`src/hw/sysctrl_pkg.sv`:
```
// constants, types and field layout of the mode and system control block
// Functional notes
// - mode pins decode to mode 1, 2 (expanded) or 3 (single-chip).
// - expanded modes open off-chip memory over a 64 kbyte address space.
// - mode 3 uses only on-chip memory and frees all ports as GPIO.
// - expanded mode with RAM enable at 0 sends RAM-range accesses off-chip.
// - 8-bit system control register at FFC4 holds the control fields.
// - sleep instruction enters sleep or software standby per bit 7.
// - waking from standby leaves bit 7 at 1; only software or a reset clears it.
// - standby wake holds CPU for the coded settling time in states.
// - read-only reset flag: 1 after pin reset, 0 after watchdog reset.
// - non-maskable request on falling edge, or rising when bit 2 set.
// - bit 1 enables the host interface as a slave.
// - bit 0 enables on-chip RAM; reset sets it, standby keeps it.
// - read-only mode register at FFC5 with fixed 1 and 0 bits.
// - each mode register read latches and returns the two mode pins.
// - reset outranks interrupts; interrupts seen only at instruction ends.
// - pin or watchdog reset stops processing and clears state; a watchdog reset keeps the strapped mode.
// - watchdog reset pulse lasts 518 clocks, then reset handling starts.
// - reset handling sets the mask bit and fetches the vector at 0000.
// - all interrupts blocked for the first instruction and after CC ops.
package sysctrl_pkg;

  localparam int          ADDR_W          = 16;
  localparam int          CNT_W           = 18;
  localparam int          WLEN_W          = 10;
  localparam logic [15:0] SYSCTRL_ADDR    = 16'hFFC4;
  localparam logic [15:0] MODESTAT_ADDR   = 16'hFFC5;
  localparam logic [15:0] RESET_VEC_ADDR  = 16'h0000;
  localparam logic [7:0]  SYSCTRL_RESET   = 8'h09;
  localparam logic [7:0]  SYSCTRL_WR_MASK = 8'hF7;
  localparam logic [7:0]  MODESTAT_FIXED  = 8'hE4;
  localparam int          BIT_STANDBY     = 7;
  localparam int          BIT_SETTLE_LO   = 4;
  localparam int          BIT_PIN_FLAG    = 3;
  localparam int          BIT_NMI_EDGE    = 2;
  localparam int          BIT_HOST_EN     = 1;
  localparam int          BIT_RAM_EN      = 0;
  localparam int          WDT_PULSE_CYC   = 518;
  localparam int          SETTLE_SHORT    = 32;
  localparam int          SETTLE_SHORTEST = 4;

  typedef enum logic [7:0] {
    ST_HOLD   = 8'h01,
    ST_WDT    = 8'h02,
    ST_VEC    = 8'h04,
    ST_FIRST  = 8'h08,
    ST_RUN    = 8'h10,
    ST_SLEEP  = 8'h20,
    ST_STBY   = 8'h40,
    ST_SETTLE = 8'h80
  } seq_state_e;

  typedef struct packed {
    logic expanded;
    logic rom_en;
    logic single_chip;
    logic invalid;
  } mode_ctl_s;

endpackage
```
`src/hw/mode_sysctrl_reset_seq.sv`:
```
// mode decode, system control register and reset exception sequencer
`timescale 1ns/100ps
`default_nettype none
module mode_sysctrl_reset_seq #(
  parameter int SETTLE_C0 = 8192,
  parameter int SETTLE_C1 = 16384,
  parameter int SETTLE_C2 = 32768,
  parameter int SETTLE_C3 = 65536,
  parameter int SETTLE_C4 = 131072
) (
  input  wire logic              mclk,
  input  wire logic              arst_n,
  input  wire logic              chip_clear_n,
  input  wire logic              wdt_overflow,
  input  wire logic              mode_pin_high,
  input  wire logic              mode_pin_low,
  input  wire logic              nmi_pin,
  input  wire logic              sleep_exec,
  input  wire logic              wake_irq,
  input  wire logic              instr_end,
  input  wire logic              cc_manip_end,
  input  wire logic [15:0]       reg_addr,
  input  wire logic [7:0]        reg_wdata,
  input  wire logic              reg_wr,
  input  wire logic              reg_rd,
  output var  logic [7:0]        reg_rdata,
  output var  logic              chip_reset,
  output var  logic              wdt_pulse,
  output var  logic              reset_vec_fetch,
  output var  logic [15:0]       reset_vec_addr,
  output var  logic              ccr_imask_set,
  output var  logic              irq_window,
  output var  logic              nmi_take,
  output var  logic              sleep_mode,
  output var  logic              sw_standby,
  output var  logic              settle_hold,
  output var  sysctrl_pkg::mode_ctl_s mode_ctl,
  output var  logic              ext_ram_route,
  output var  logic              onchip_ram_enable,
  output var  logic              host_port_enable
);

  // synchronised pins: clear, mode high, mode low, nmi
  logic [3:0] pins_s;
  sync_2ff #(.W(4)) u_pin_sync (
    .mclk   (mclk),
    .arst_n (arst_n),
    .d      ({chip_clear_n, mode_pin_high, mode_pin_low, nmi_pin}),
    .q      (pins_s)
  );

  wire logic clear_n_s = pins_s[3];
  wire logic mode_hi_s = pins_s[2];
  wire logic mode_lo_s = pins_s[1];
  wire logic nmi_s     = pins_s[0];

  sysctrl_pkg::seq_state_e state_reg;
  sysctrl_pkg::seq_state_e state_next;
  logic [sysctrl_pkg::CNT_W-1:0] cnt_reg;
  logic [sysctrl_pkg::CNT_W-1:0] cnt_next;
  logic [sysctrl_pkg::CNT_W-1:0] settle_load;
  logic [7:0] sysctrl_reg;
  logic       pin_flag_reg;
  logic [1:0] mode_code_reg;
  logic [1:0] mode_latch_reg;
  logic       nmi_prev_reg;
  logic       nmi_pend_reg;

  // register decode
  wire logic sel_sys  = reg_addr == sysctrl_pkg::SYSCTRL_ADDR;
  wire logic sel_mode = reg_addr == sysctrl_pkg::MODESTAT_ADDR;
  wire logic wr_sys   = reg_wr && sel_sys;
  wire logic rd_mode  = reg_rd && sel_mode;
  wire logic rd_sys   = reg_rd && sel_sys;
  wire logic [7:0] sys_view = {sysctrl_reg[7:4], pin_flag_reg, sysctrl_reg[2:0]};
  wire logic [7:0] mode_view = sysctrl_pkg::MODESTAT_FIXED | {6'h00, mode_hi_s, mode_lo_s};

  // control fields
  wire logic       standby_on_sleep  = sysctrl_reg[sysctrl_pkg::BIT_STANDBY];
  wire logic [2:0] settle_sel        = sysctrl_reg[sysctrl_pkg::BIT_SETTLE_LO +: 3];
  wire logic       nmi_edge_select   = sysctrl_reg[sysctrl_pkg::BIT_NMI_EDGE];
  wire logic       onchip_ram_en_bit = sysctrl_reg[sysctrl_pkg::BIT_RAM_EN];

  // reset states and state-entry strobes
  wire logic in_reset_next = (state_next == sysctrl_pkg::ST_HOLD) ||
                             (state_next == sysctrl_pkg::ST_WDT);
  wire logic enter_wdt     = (state_next == sysctrl_pkg::ST_WDT) &&
                             (state_reg != sysctrl_pkg::ST_WDT);
  wire logic enter_settle  = (state_next == sysctrl_pkg::ST_SETTLE) &&
                             (state_reg != sysctrl_pkg::ST_SETTLE);

  // interrupt acceptance only at an ordinary instruction end while running
  wire logic win_now = (state_reg == sysctrl_pkg::ST_RUN) && instr_end &&
                       !cc_manip_end;

  // nmi edge per selected polarity
  wire logic nmi_edge = nmi_edge_select ? (nmi_s && !nmi_prev_reg)
                                        : (!nmi_s && nmi_prev_reg);
  wire logic nmi_take_now = win_now && nmi_pend_reg;

  // counter width as a local short name for the sized casts below
  localparam int CNT_W = sysctrl_pkg::CNT_W;

  // settling length for the coded field, minus one for the down counter
  always_comb begin
    case (settle_sel)
      3'h0:    settle_load = CNT_W'(SETTLE_C0 - 1);
      3'h1:    settle_load = CNT_W'(SETTLE_C1 - 1);
      3'h2:    settle_load = CNT_W'(SETTLE_C2 - 1);
      3'h3:    settle_load = CNT_W'(SETTLE_C3 - 1);
      3'h4,
      3'h5:    settle_load = CNT_W'(SETTLE_C4 - 1);
      3'h6:    settle_load = CNT_W'(sysctrl_pkg::SETTLE_SHORT - 1);
      3'h7:    settle_load = CNT_W'(sysctrl_pkg::SETTLE_SHORTEST - 1);
      default: settle_load = CNT_W'(SETTLE_C0 - 1);
    endcase
  end

  // sequencer: pin reset first, then watchdog reset, then normal flow
  always_comb begin
    state_next = state_reg;
    if (!clear_n_s) begin
      state_next = sysctrl_pkg::ST_HOLD;
    end else if (wdt_overflow && state_reg != sysctrl_pkg::ST_HOLD &&
                 state_reg != sysctrl_pkg::ST_WDT) begin
      state_next = sysctrl_pkg::ST_WDT;
    end else begin
      case (state_reg)
        sysctrl_pkg::ST_HOLD:   state_next = sysctrl_pkg::ST_VEC;
        sysctrl_pkg::ST_WDT: begin
          if (cnt_reg == '0) state_next = sysctrl_pkg::ST_VEC;
        end
        sysctrl_pkg::ST_VEC:    state_next = sysctrl_pkg::ST_FIRST;
        sysctrl_pkg::ST_FIRST: begin
          if (instr_end) state_next = sysctrl_pkg::ST_RUN;
        end
        sysctrl_pkg::ST_RUN: begin
          if (sleep_exec) begin
            state_next = standby_on_sleep ? sysctrl_pkg::ST_STBY
                                          : sysctrl_pkg::ST_SLEEP;
          end
        end
        sysctrl_pkg::ST_SLEEP: begin
          if (wake_irq) state_next = sysctrl_pkg::ST_RUN;
        end
        sysctrl_pkg::ST_STBY: begin
          if (wake_irq) state_next = sysctrl_pkg::ST_SETTLE;
        end
        sysctrl_pkg::ST_SETTLE: begin
          if (cnt_reg == '0) state_next = sysctrl_pkg::ST_RUN;
        end
        default:                state_next = sysctrl_pkg::ST_HOLD;
      endcase
    end
  end

  // shared down counter for the watchdog pulse and the settling wait
  always_comb begin
    if (enter_wdt) begin
      cnt_next = CNT_W'(sysctrl_pkg::WDT_PULSE_CYC - 1);
    end else if (enter_settle) begin
      cnt_next = settle_load;
    end else if (cnt_reg != '0) begin
      cnt_next = cnt_reg - CNT_W'(1);
    end else begin
      cnt_next = cnt_reg;
    end
  end

  // state and counter
  always_ff @(posedge mclk or negedge arst_n) begin
    if (!arst_n) begin
      state_reg <= sysctrl_pkg::ST_HOLD;
      cnt_reg   <= '0;
    end else begin
      state_reg <= state_next;
      cnt_reg   <= cnt_next;
    end
  end

  // system control register; reset restores it, standby leaves it alone
  always_ff @(posedge mclk or negedge arst_n) begin
    if (!arst_n) begin
      sysctrl_reg <= sysctrl_pkg::SYSCTRL_RESET;
    end else if (in_reset_next) begin
      sysctrl_reg <= sysctrl_pkg::SYSCTRL_RESET;
    end else if (wr_sys) begin
      sysctrl_reg <= (reg_wdata & sysctrl_pkg::SYSCTRL_WR_MASK) |
                     (sysctrl_reg & ~sysctrl_pkg::SYSCTRL_WR_MASK);
    end
  end

  // reset source flag, never written by software
  always_ff @(posedge mclk or negedge arst_n) begin
    if (!arst_n) begin
      pin_flag_reg <= 1'b1;
    end else if (state_next == sysctrl_pkg::ST_HOLD) begin
      pin_flag_reg <= 1'b1;
    end else if (enter_wdt) begin
      pin_flag_reg <= 1'b0;
    end
  end

  // straps captured while the reset pin holds the chip in reset; a watchdog reset keeps them
  always_ff @(posedge mclk or negedge arst_n) begin
    if (!arst_n) begin
      mode_code_reg <= 2'h3;
    end else if (state_reg == sysctrl_pkg::ST_HOLD) begin
      mode_code_reg <= {mode_hi_s, mode_lo_s};
    end
  end

  // mode register read latches the live pin levels
  always_ff @(posedge mclk or negedge arst_n) begin
    if (!arst_n) begin
      mode_latch_reg <= 2'h0;
    end else if (rd_mode) begin
      mode_latch_reg <= {mode_hi_s, mode_lo_s};
    end
  end

  // read data valid only in the cycle after the strobe
  always_ff @(posedge mclk or negedge arst_n) begin
    if (!arst_n) begin
      reg_rdata <= 8'h00;
    end else if (rd_sys) begin
      reg_rdata <= sys_view;
    end else if (rd_mode) begin
      reg_rdata <= mode_view;
    end else begin
      reg_rdata <= 8'h00;
    end
  end

  // nmi edge capture; a new edge wins over the take
  always_ff @(posedge mclk or negedge arst_n) begin
    if (!arst_n) begin
      nmi_prev_reg <= 1'b0;
      nmi_pend_reg <= 1'b0;
    end else begin
      nmi_prev_reg <= nmi_s;
      if (in_reset_next) begin
        nmi_pend_reg <= 1'b0;
      end else begin
        nmi_pend_reg <= nmi_edge || (nmi_pend_reg && !nmi_take_now);
      end
    end
  end

  // sequencer outputs
  always_ff @(posedge mclk or negedge arst_n) begin
    if (!arst_n) begin
      chip_reset      <= 1'b1;
      wdt_pulse       <= 1'b0;
      reset_vec_fetch <= 1'b0;
      reset_vec_addr  <= 16'h0000;
      ccr_imask_set   <= 1'b0;
      sleep_mode      <= 1'b0;
      sw_standby      <= 1'b0;
      settle_hold     <= 1'b0;
    end else begin
      chip_reset      <= in_reset_next;
      wdt_pulse       <= state_next == sysctrl_pkg::ST_WDT;
      reset_vec_fetch <= state_next == sysctrl_pkg::ST_VEC;
      reset_vec_addr  <= sysctrl_pkg::RESET_VEC_ADDR;
      ccr_imask_set   <= state_next == sysctrl_pkg::ST_VEC;
      sleep_mode      <= state_next == sysctrl_pkg::ST_SLEEP;
      sw_standby      <= state_next == sysctrl_pkg::ST_STBY;
      settle_hold     <= state_next == sysctrl_pkg::ST_SETTLE;
    end
  end

  // interrupt window and nmi acceptance pulses
  always_ff @(posedge mclk or negedge arst_n) begin
    if (!arst_n) begin
      irq_window <= 1'b0;
      nmi_take   <= 1'b0;
    end else begin
      irq_window <= win_now && clear_n_s && !wdt_overflow;
      nmi_take   <= nmi_take_now && clear_n_s && !wdt_overflow;
    end
  end

  // mode and memory map controls
  wire logic code_exp = (mode_code_reg == 2'h1) || (mode_code_reg == 2'h2);
  always_ff @(posedge mclk or negedge arst_n) begin
    if (!arst_n) begin
      mode_ctl          <= '0;
      ext_ram_route     <= 1'b0;
      onchip_ram_enable <= 1'b1;
      host_port_enable  <= 1'b0;
    end else begin
      mode_ctl.expanded    <= code_exp;
      mode_ctl.rom_en      <= mode_code_reg[1];
      mode_ctl.single_chip <= mode_code_reg == 2'h3;
      mode_ctl.invalid     <= mode_code_reg == 2'h0;
      ext_ram_route        <= code_exp && !onchip_ram_en_bit;
      onchip_ram_enable    <= onchip_ram_en_bit;
      host_port_enable     <= sysctrl_reg[sysctrl_pkg::BIT_HOST_EN];
    end
  end

  // helper: length of the current watchdog pulse
  logic [sysctrl_pkg::WLEN_W-1:0] wdt_len_reg;
  always_ff @(posedge mclk or negedge arst_n) begin
    if (!arst_n) begin
      wdt_len_reg <= '0;
    end else begin
      wdt_len_reg <= wdt_pulse ? wdt_len_reg + 10'h001 : 10'h000;
    end
  end
endmodule // mode_sysctrl_reset_seq
`default_nettype wire

```
`src/hw/sync_2ff.sv`:
```
// two-flop synchroniser for pin levels
`timescale 1ns/100ps
`default_nettype none
module sync_2ff #(
  parameter int W = 1
) (
  input  wire logic         mclk,
  input  wire logic         arst_n,
  input  wire logic [W-1:0] d,
  output var  logic [W-1:0] q
);

  logic [W-1:0] meta_reg;

  // first stage feeds only the second
  always_ff @(posedge mclk or negedge arst_n) begin
    if (!arst_n) begin
      meta_reg <= '0;
      q        <= '0;
    end else begin
      meta_reg <= d;
      q        <= meta_reg;
    end
  end

endmodule // sync_2ff
`default_nettype wire

```
`config.mk`:
```
export PLATFORM = sky130hd
export DESIGN_NAME = mode_sysctrl_reset_seq
export DESIGN_NICKNAME = d
export VERILOG_FILES = /design/src/hw/sysctrl_pkg.sv /design/src/hw/mode_sysctrl_reset_seq.sv /design/src/hw/sync_2ff.sv
export SDC_FILE = /design/constraint.sdc
export NUM_CORES = 1
export LEC_CHECK = 0
export ABC_CLOCK_PERIOD_IN_PS = 2200
export BUFFER_PORTS_ARGS = -buffer_cell sky130_fd_sc_hd__buf_2
export CAP_MARGIN = 30
export CORE_MARGIN = 2
export CORE_UTILIZATION = 49
export CTS_CLUSTER_SIZE = 24
export DETAILED_ROUTE_END_ITERATION = 8
export PLACE_DENSITY = 0.76
export SKIP_CTS_REPAIR_TIMING = 1
export SLEW_MARGIN = 20
export SYNTH_ARGS = -nofsm -noshare
export SYNTH_HDL_FRONTEND = slang
export SYNTH_SLANG_ARGS = --single-unit
```
`constraint.sdc`:
```
create_clock -name mclk -period 2.2 [get_ports mclk]
set_input_delay 0.22 -clock mclk [delete_from_list [all_inputs] [get_ports mclk]]
set_output_delay 0.22 -clock mclk [all_outputs]
set_load 0.01 [all_outputs]
```
### After elaboration in Yosys (flattened, before gate mapping)

Memory sizes are Yosys's and may differ from the RTL's.
Cells that the tools add are included.

| word-level totals | value |
|---|---|
| memories | 1 |
| memory bits (read-only) | 120 |
| register bits after elaboration | 70 |

| operators by class | value |
|---|---|
| bitwise operators | 1 |
| reductions and logical operators | 33 |
| $add $sub $neg | 1 |
| equality and inequality tests | 22 |
| mux-type cells | 21 |

Memories:

| memory | depth | bits a word | read ports | clocked after memory_dff | write ports | line | source |
|---|---|---|---|---|---|---|---|
| (name not given) | 8 | 15 | 1 | 0 | 0 | mode_sysctrl_reset_seq.sv:106 | `case (settle_sel)` |

Operators with widths:

| cell | count |
|---|---|
| 8-bit two-way mux | 12 |
| 8-bit case mux with 8 select lines | 1 |
| 18-bit two-way mux | 3 |
| 16-bit == test (second input constant) | 2 |
| 1-bit logical AND | 18 |
| 18-bit zero test | 1 |
| 18-bit nonzero test | 1 |
| 18-bit by 1-bit subtractor with 18-bit output (second input constant) | 1 |
| 8-bit by 1-bit == test with 1-bit output (second input constant) | 2 |
| 8-bit by 2-bit == test with 1-bit output (second input constant) | 2 |
| 8-bit by 3-bit == test with 1-bit output (second input constant) | 2 |
| 8-bit by 6-bit == test with 1-bit output (second input constant) | 2 |
| 8-bit by 7-bit == test with 1-bit output (second input constant) | 2 |
| 8-bit == test (second input constant) | 2 |
| 8-bit by 4-bit == test with 1-bit output (second input constant) | 1 |
| 8-bit by 5-bit == test with 1-bit output (second input constant) | 1 |
| 8-bit by 1-bit != test with 1-bit output (second input constant) | 1 |
| 8-bit by 2-bit != test with 1-bit output (second input constant) | 1 |
| 8-bit != test (second input constant) | 1 |
| 8-bit by 4-bit bitwise OR with 8-bit output | 1 |
| 7-bit two-way mux | 1 |
| 1-bit zero test | 6 |
| 2-bit == test (second input constant) | 2 |
| 1-bit two-way mux | 4 |
| 5 further kinds | 8 |

### Depth between registers and ports, before layout

| depth | value |
|---|---|
| depth after elaboration | 9 |
| mapped depth | 8 |
| mapped depth without buffers | 7 |

### Cells and area by module

A second synthesis with hierarchy kept.

| second synthesis, totals | value |
|---|---|
| cells, all modules | 319 |
| area total of the unflattened synthesis | 3334.4 um^2 |

Modules (own cells, without submodules):

| module | instances | cells each | area each (um^2) | sequential area each (um^2) |
|---|---|---|---|---|
| mode_sysctrl_reset_seq | 1 | 311 | 3134.3 | 1535.2 |
| sync_2ff | 1 | 8 | 200.2 | 200.2 |

### Worst setup path before layout

OpenSTA, ideal clock, no wires.

| path | value |
|---|---|
| path kind | reg2reg |
| start point | reg state_reg[5] |
| end point | reg cnt_reg[9] (netlist name) |
| cell stages (with the launch flop) | 8 |
| path buffers | 2 |
| clock period less this slack | 2464 ps |
| slack | -264 ps |
| required time | 2073 ps |
| arrival | 2336 ps |
| cells stage by stage | dfrtp_1 -> buf_6 -> or4_4 -> or3_4 -> o211a_2 -> or4_4 -> buf_6 -> mux2i_1 |

| on the way | value |
|---|---|
| cells in the longest elaborated chain, start to end | 9 |

RTL lines:

| element | line | source |
|---|---|---|
| start, declared | mode_sysctrl_reset_seq.sv:57 | `sysctrl_pkg::seq_state_e state_reg;` |
| start signal, assigned | mode_sysctrl_reset_seq.sv:173 | `state_reg <= sysctrl_pkg::ST_HOLD;` |
| start signal, assigned | mode_sysctrl_reset_seq.sv:176 | `state_reg <= state_next;` |
| branches (longest 9 deep; another with 18-bit two-way mux) | -- |  |
| end signal, assigned | mode_sysctrl_reset_seq.sv:177 | `cnt_reg <= cnt_next;` |
| end, declared | mode_sysctrl_reset_seq.sv:59 | `logic [sysctrl_pkg::CNT_W-1:0] cnt_reg;` |

Several ways; the timed one is not identified.
A chain may end at the register's enable or synchronous reset.

### Final worst setup path

| path | value |
|---|---|
| start point | reg state_reg[7] |
| end point | reg cnt_reg[14] (netlist name) |

Same word-level chain as after synthesis.

==> out/metrics.yaml <==
cp-start-kind: "register"
cp.arrival_ns: 2.66
io_buffers: 59
cts-root-buf: "clkbuf_8"
cts_made_buffers: 9
cts_sinks: 69
nets: 477
yosys_warnings: 0
area_growth_pct: 32.8
drive_gt1_frac: 0.396
ys_types: 56
syn_avg_cell_area_um2: 10.5
clk_path_buf_depth: 2
routedWlPerCell_um: 15.7
dieArea_um2: 7680
crit_path_end_kind: "register"
setup_ws_ns: -0.192
max_freq_ghz: 0.418
num_rows: 30
holdPathStages: 2
largest_reg_flops: 18
floorplan.initialDensity: 0.504
grt-ovfl-total: 0
synth-seq-area-share: 0.507
viasPerCell: 5.31
r2r_cells: 5
mostFrequentLayoutCells: "62 x dfrtp_1, 59 x buf_2, 39 x buf_4"
synth_edf_count: 0
criticalPathCategory: "reg2reg"
numPlacedInstances: 506
dpl.hpwl_um: 5790
core_um2: 6790
min_path_type: "in2reg"
clk-insertion-delay-late_ns: 0.35
status: "finished, violations left"
htreeDepth: 3
register_area_um2: 1740
powerDensity_nw_per_um2: 864
drt_first_pass_iters: 4
final.setup.tns_ns: -2.25
grt_pass1_vias: 2723
worst_pin_slew_ns: 0.663
worstHoldStart: "wdt_overflow"
place.gp.congestion: 0.915
synthCells: 327
fillers: 513
multi_input_area_um2: 1710
tritoncts: "done"
report.final.slew_viol_count: 0
critPathRequiredTime_ns: 2.47
antenna_found_initial: 0
grt_max_degree: 32
reg2reg_from: "state_reg[7]$_DFF_PN0_"
hold_viol_final: 0
relSlewSlack: 0.558
die_w_um: 87.6
antenna_cells: 0
fin_crit_ns: 2.39
cp_max_fo: 5
pre_cts_ws_ns: -0.154
finClkSkew_ns: 0.00807
synthFlopType: "dfrtp_1"
whs_endpoint: "irq_window$_DFF_PN0_"
netlist_area_um2: 3430
total_power_mw: 3.93
grt_setup_unrepaired: "yes"
r2r_end: "cnt_reg[14]$_DFFE_PN0P_"
ys_ff_latch: 69
drc_errors: 0
clk_pin_slew_worst_paths_ns: 0.08
synthArstFlopShare: 1.00
drtIter0Drc: 197
ir_worst_vdd_v: 0.000412
grt_pass1_wl_um: 12700
post-route-period-util: 1.09
vias: 2841
maxCapViolations: 0
drt-total-wl_um: 8420
leakagePower_nw: 2.19
rrSetupSlack_ns: -0.19
violations: "negative setup slack"
drtAntennaViolNets: 0
setup_violations: 27
layout_commonest_cell: "dfrtp_1"
hold-worst-slack_ns: 0.119
dieHeight_um: 87.6
stdcell_count: 535
grtUsageTotal: 0.217
pin_count: 77
through the flow:
step | instance area (µm²) | utilization
final | 4550 | 0.670
after global routing | 4550 | 0.670
after CTS | 4280 | 0.630
after detailed placement | 4080 | 0.600
after global placement | 4080 | 0.600
after floorplan | 3580 | -
kinds of logic after synthesis:
group,after synthesis,share of synthesized area
simple gates,125,0.200
flops,69,0.507
compound gates,48,0.0939
buf+inv,40,0.0701
mux,21,0.0628
xor+xnor,17,0.0435
fa+ha+maj,6,0.0219
other cells,1,0.00109
per-layer routing:
metal / track usage / routed length [µm]
met3: 0.0481 / 511
met2: 0.351 / 4410
met1: 0.282 / 3380
met5: 0 / 0
met4: 0.0965 / 125
worst max-delay path, cell delays in order (launching register included):
cell     delay (ns)
dfrtp_1        0.38
or4_4          0.55
or3_4          0.42
and2_4         0.17
or4_4          0.57
mux2i_1        0.20
cells in the mapped netlist (3+ instances only):
master	instances	area, µm²
ha_1	6	75.1
nor3b_1	3	22.5
nor4_1	10	62.6
o21ai_0	16	80.1
clkbuf_1	10	37.5
xnor2_1	10	87.6
o21a_1	5	37.5
dfrtp_1	62	1550
a21oi_1	3	15.0
nand2_1	18	67.6
mux2i_1	17	170
nor2b_1	3	18.8
mux2_2	4	45.0
xor2_1	7	61.3
inv_1	9	33.8
nor3_1	21	105
a21o_1	3	22.5
o31a_1	3	26.3
or4_1	3	22.5
or3_1	3	18.8
buf_4	17	128
dfstp_2	7	184
nand4_1	4	25.0
nor2_1	30	113
nand3_1	11	55.1
where the power goes:
part | switching, mW | internal [mW]
logic | 0.629 | 0.613
clock network | 0.534 | 0.539
registers | 0.149 | 1.47
worst max-delay path by stage:
| stage | endpoint | from |
|---|---|---|
| global route | cnt_reg[14]$_DFFE_PN0P_ | state_reg[7]$_DFF_PN0_ |
| floorplan | cnt_reg[9]$_DFFE_PN0P_ | state_reg[4]$_DFF_PN0_ |
| finish | cnt_reg[14]$_DFFE_PN0P_ | state_reg[7]$_DFF_PN0_ |
| CTS | cnt_reg[14]$_DFFE_PN0P_ | state_reg[7]$_DFF_PN0_ |
| detailed placement | cnt_reg[14]$_DFFE_PN0P_ | state_reg[7]$_DFF_PN0_ |
| global placement | cnt_reg[9]$_DFFE_PN0P_ | state_reg[7]$_DFF_PN0_ |
layout make-up:
class	count	area share
flip-flops and latches	69	0.381
multi-input cells	233	0.376
well taps	96	0.0264
clock inverters	7	0.0176
clock buffers	9	0.0272
inverters	9	0.00742
repair buffers	112	0.164
Note: power is estimated with default switching activity, not from simulation.
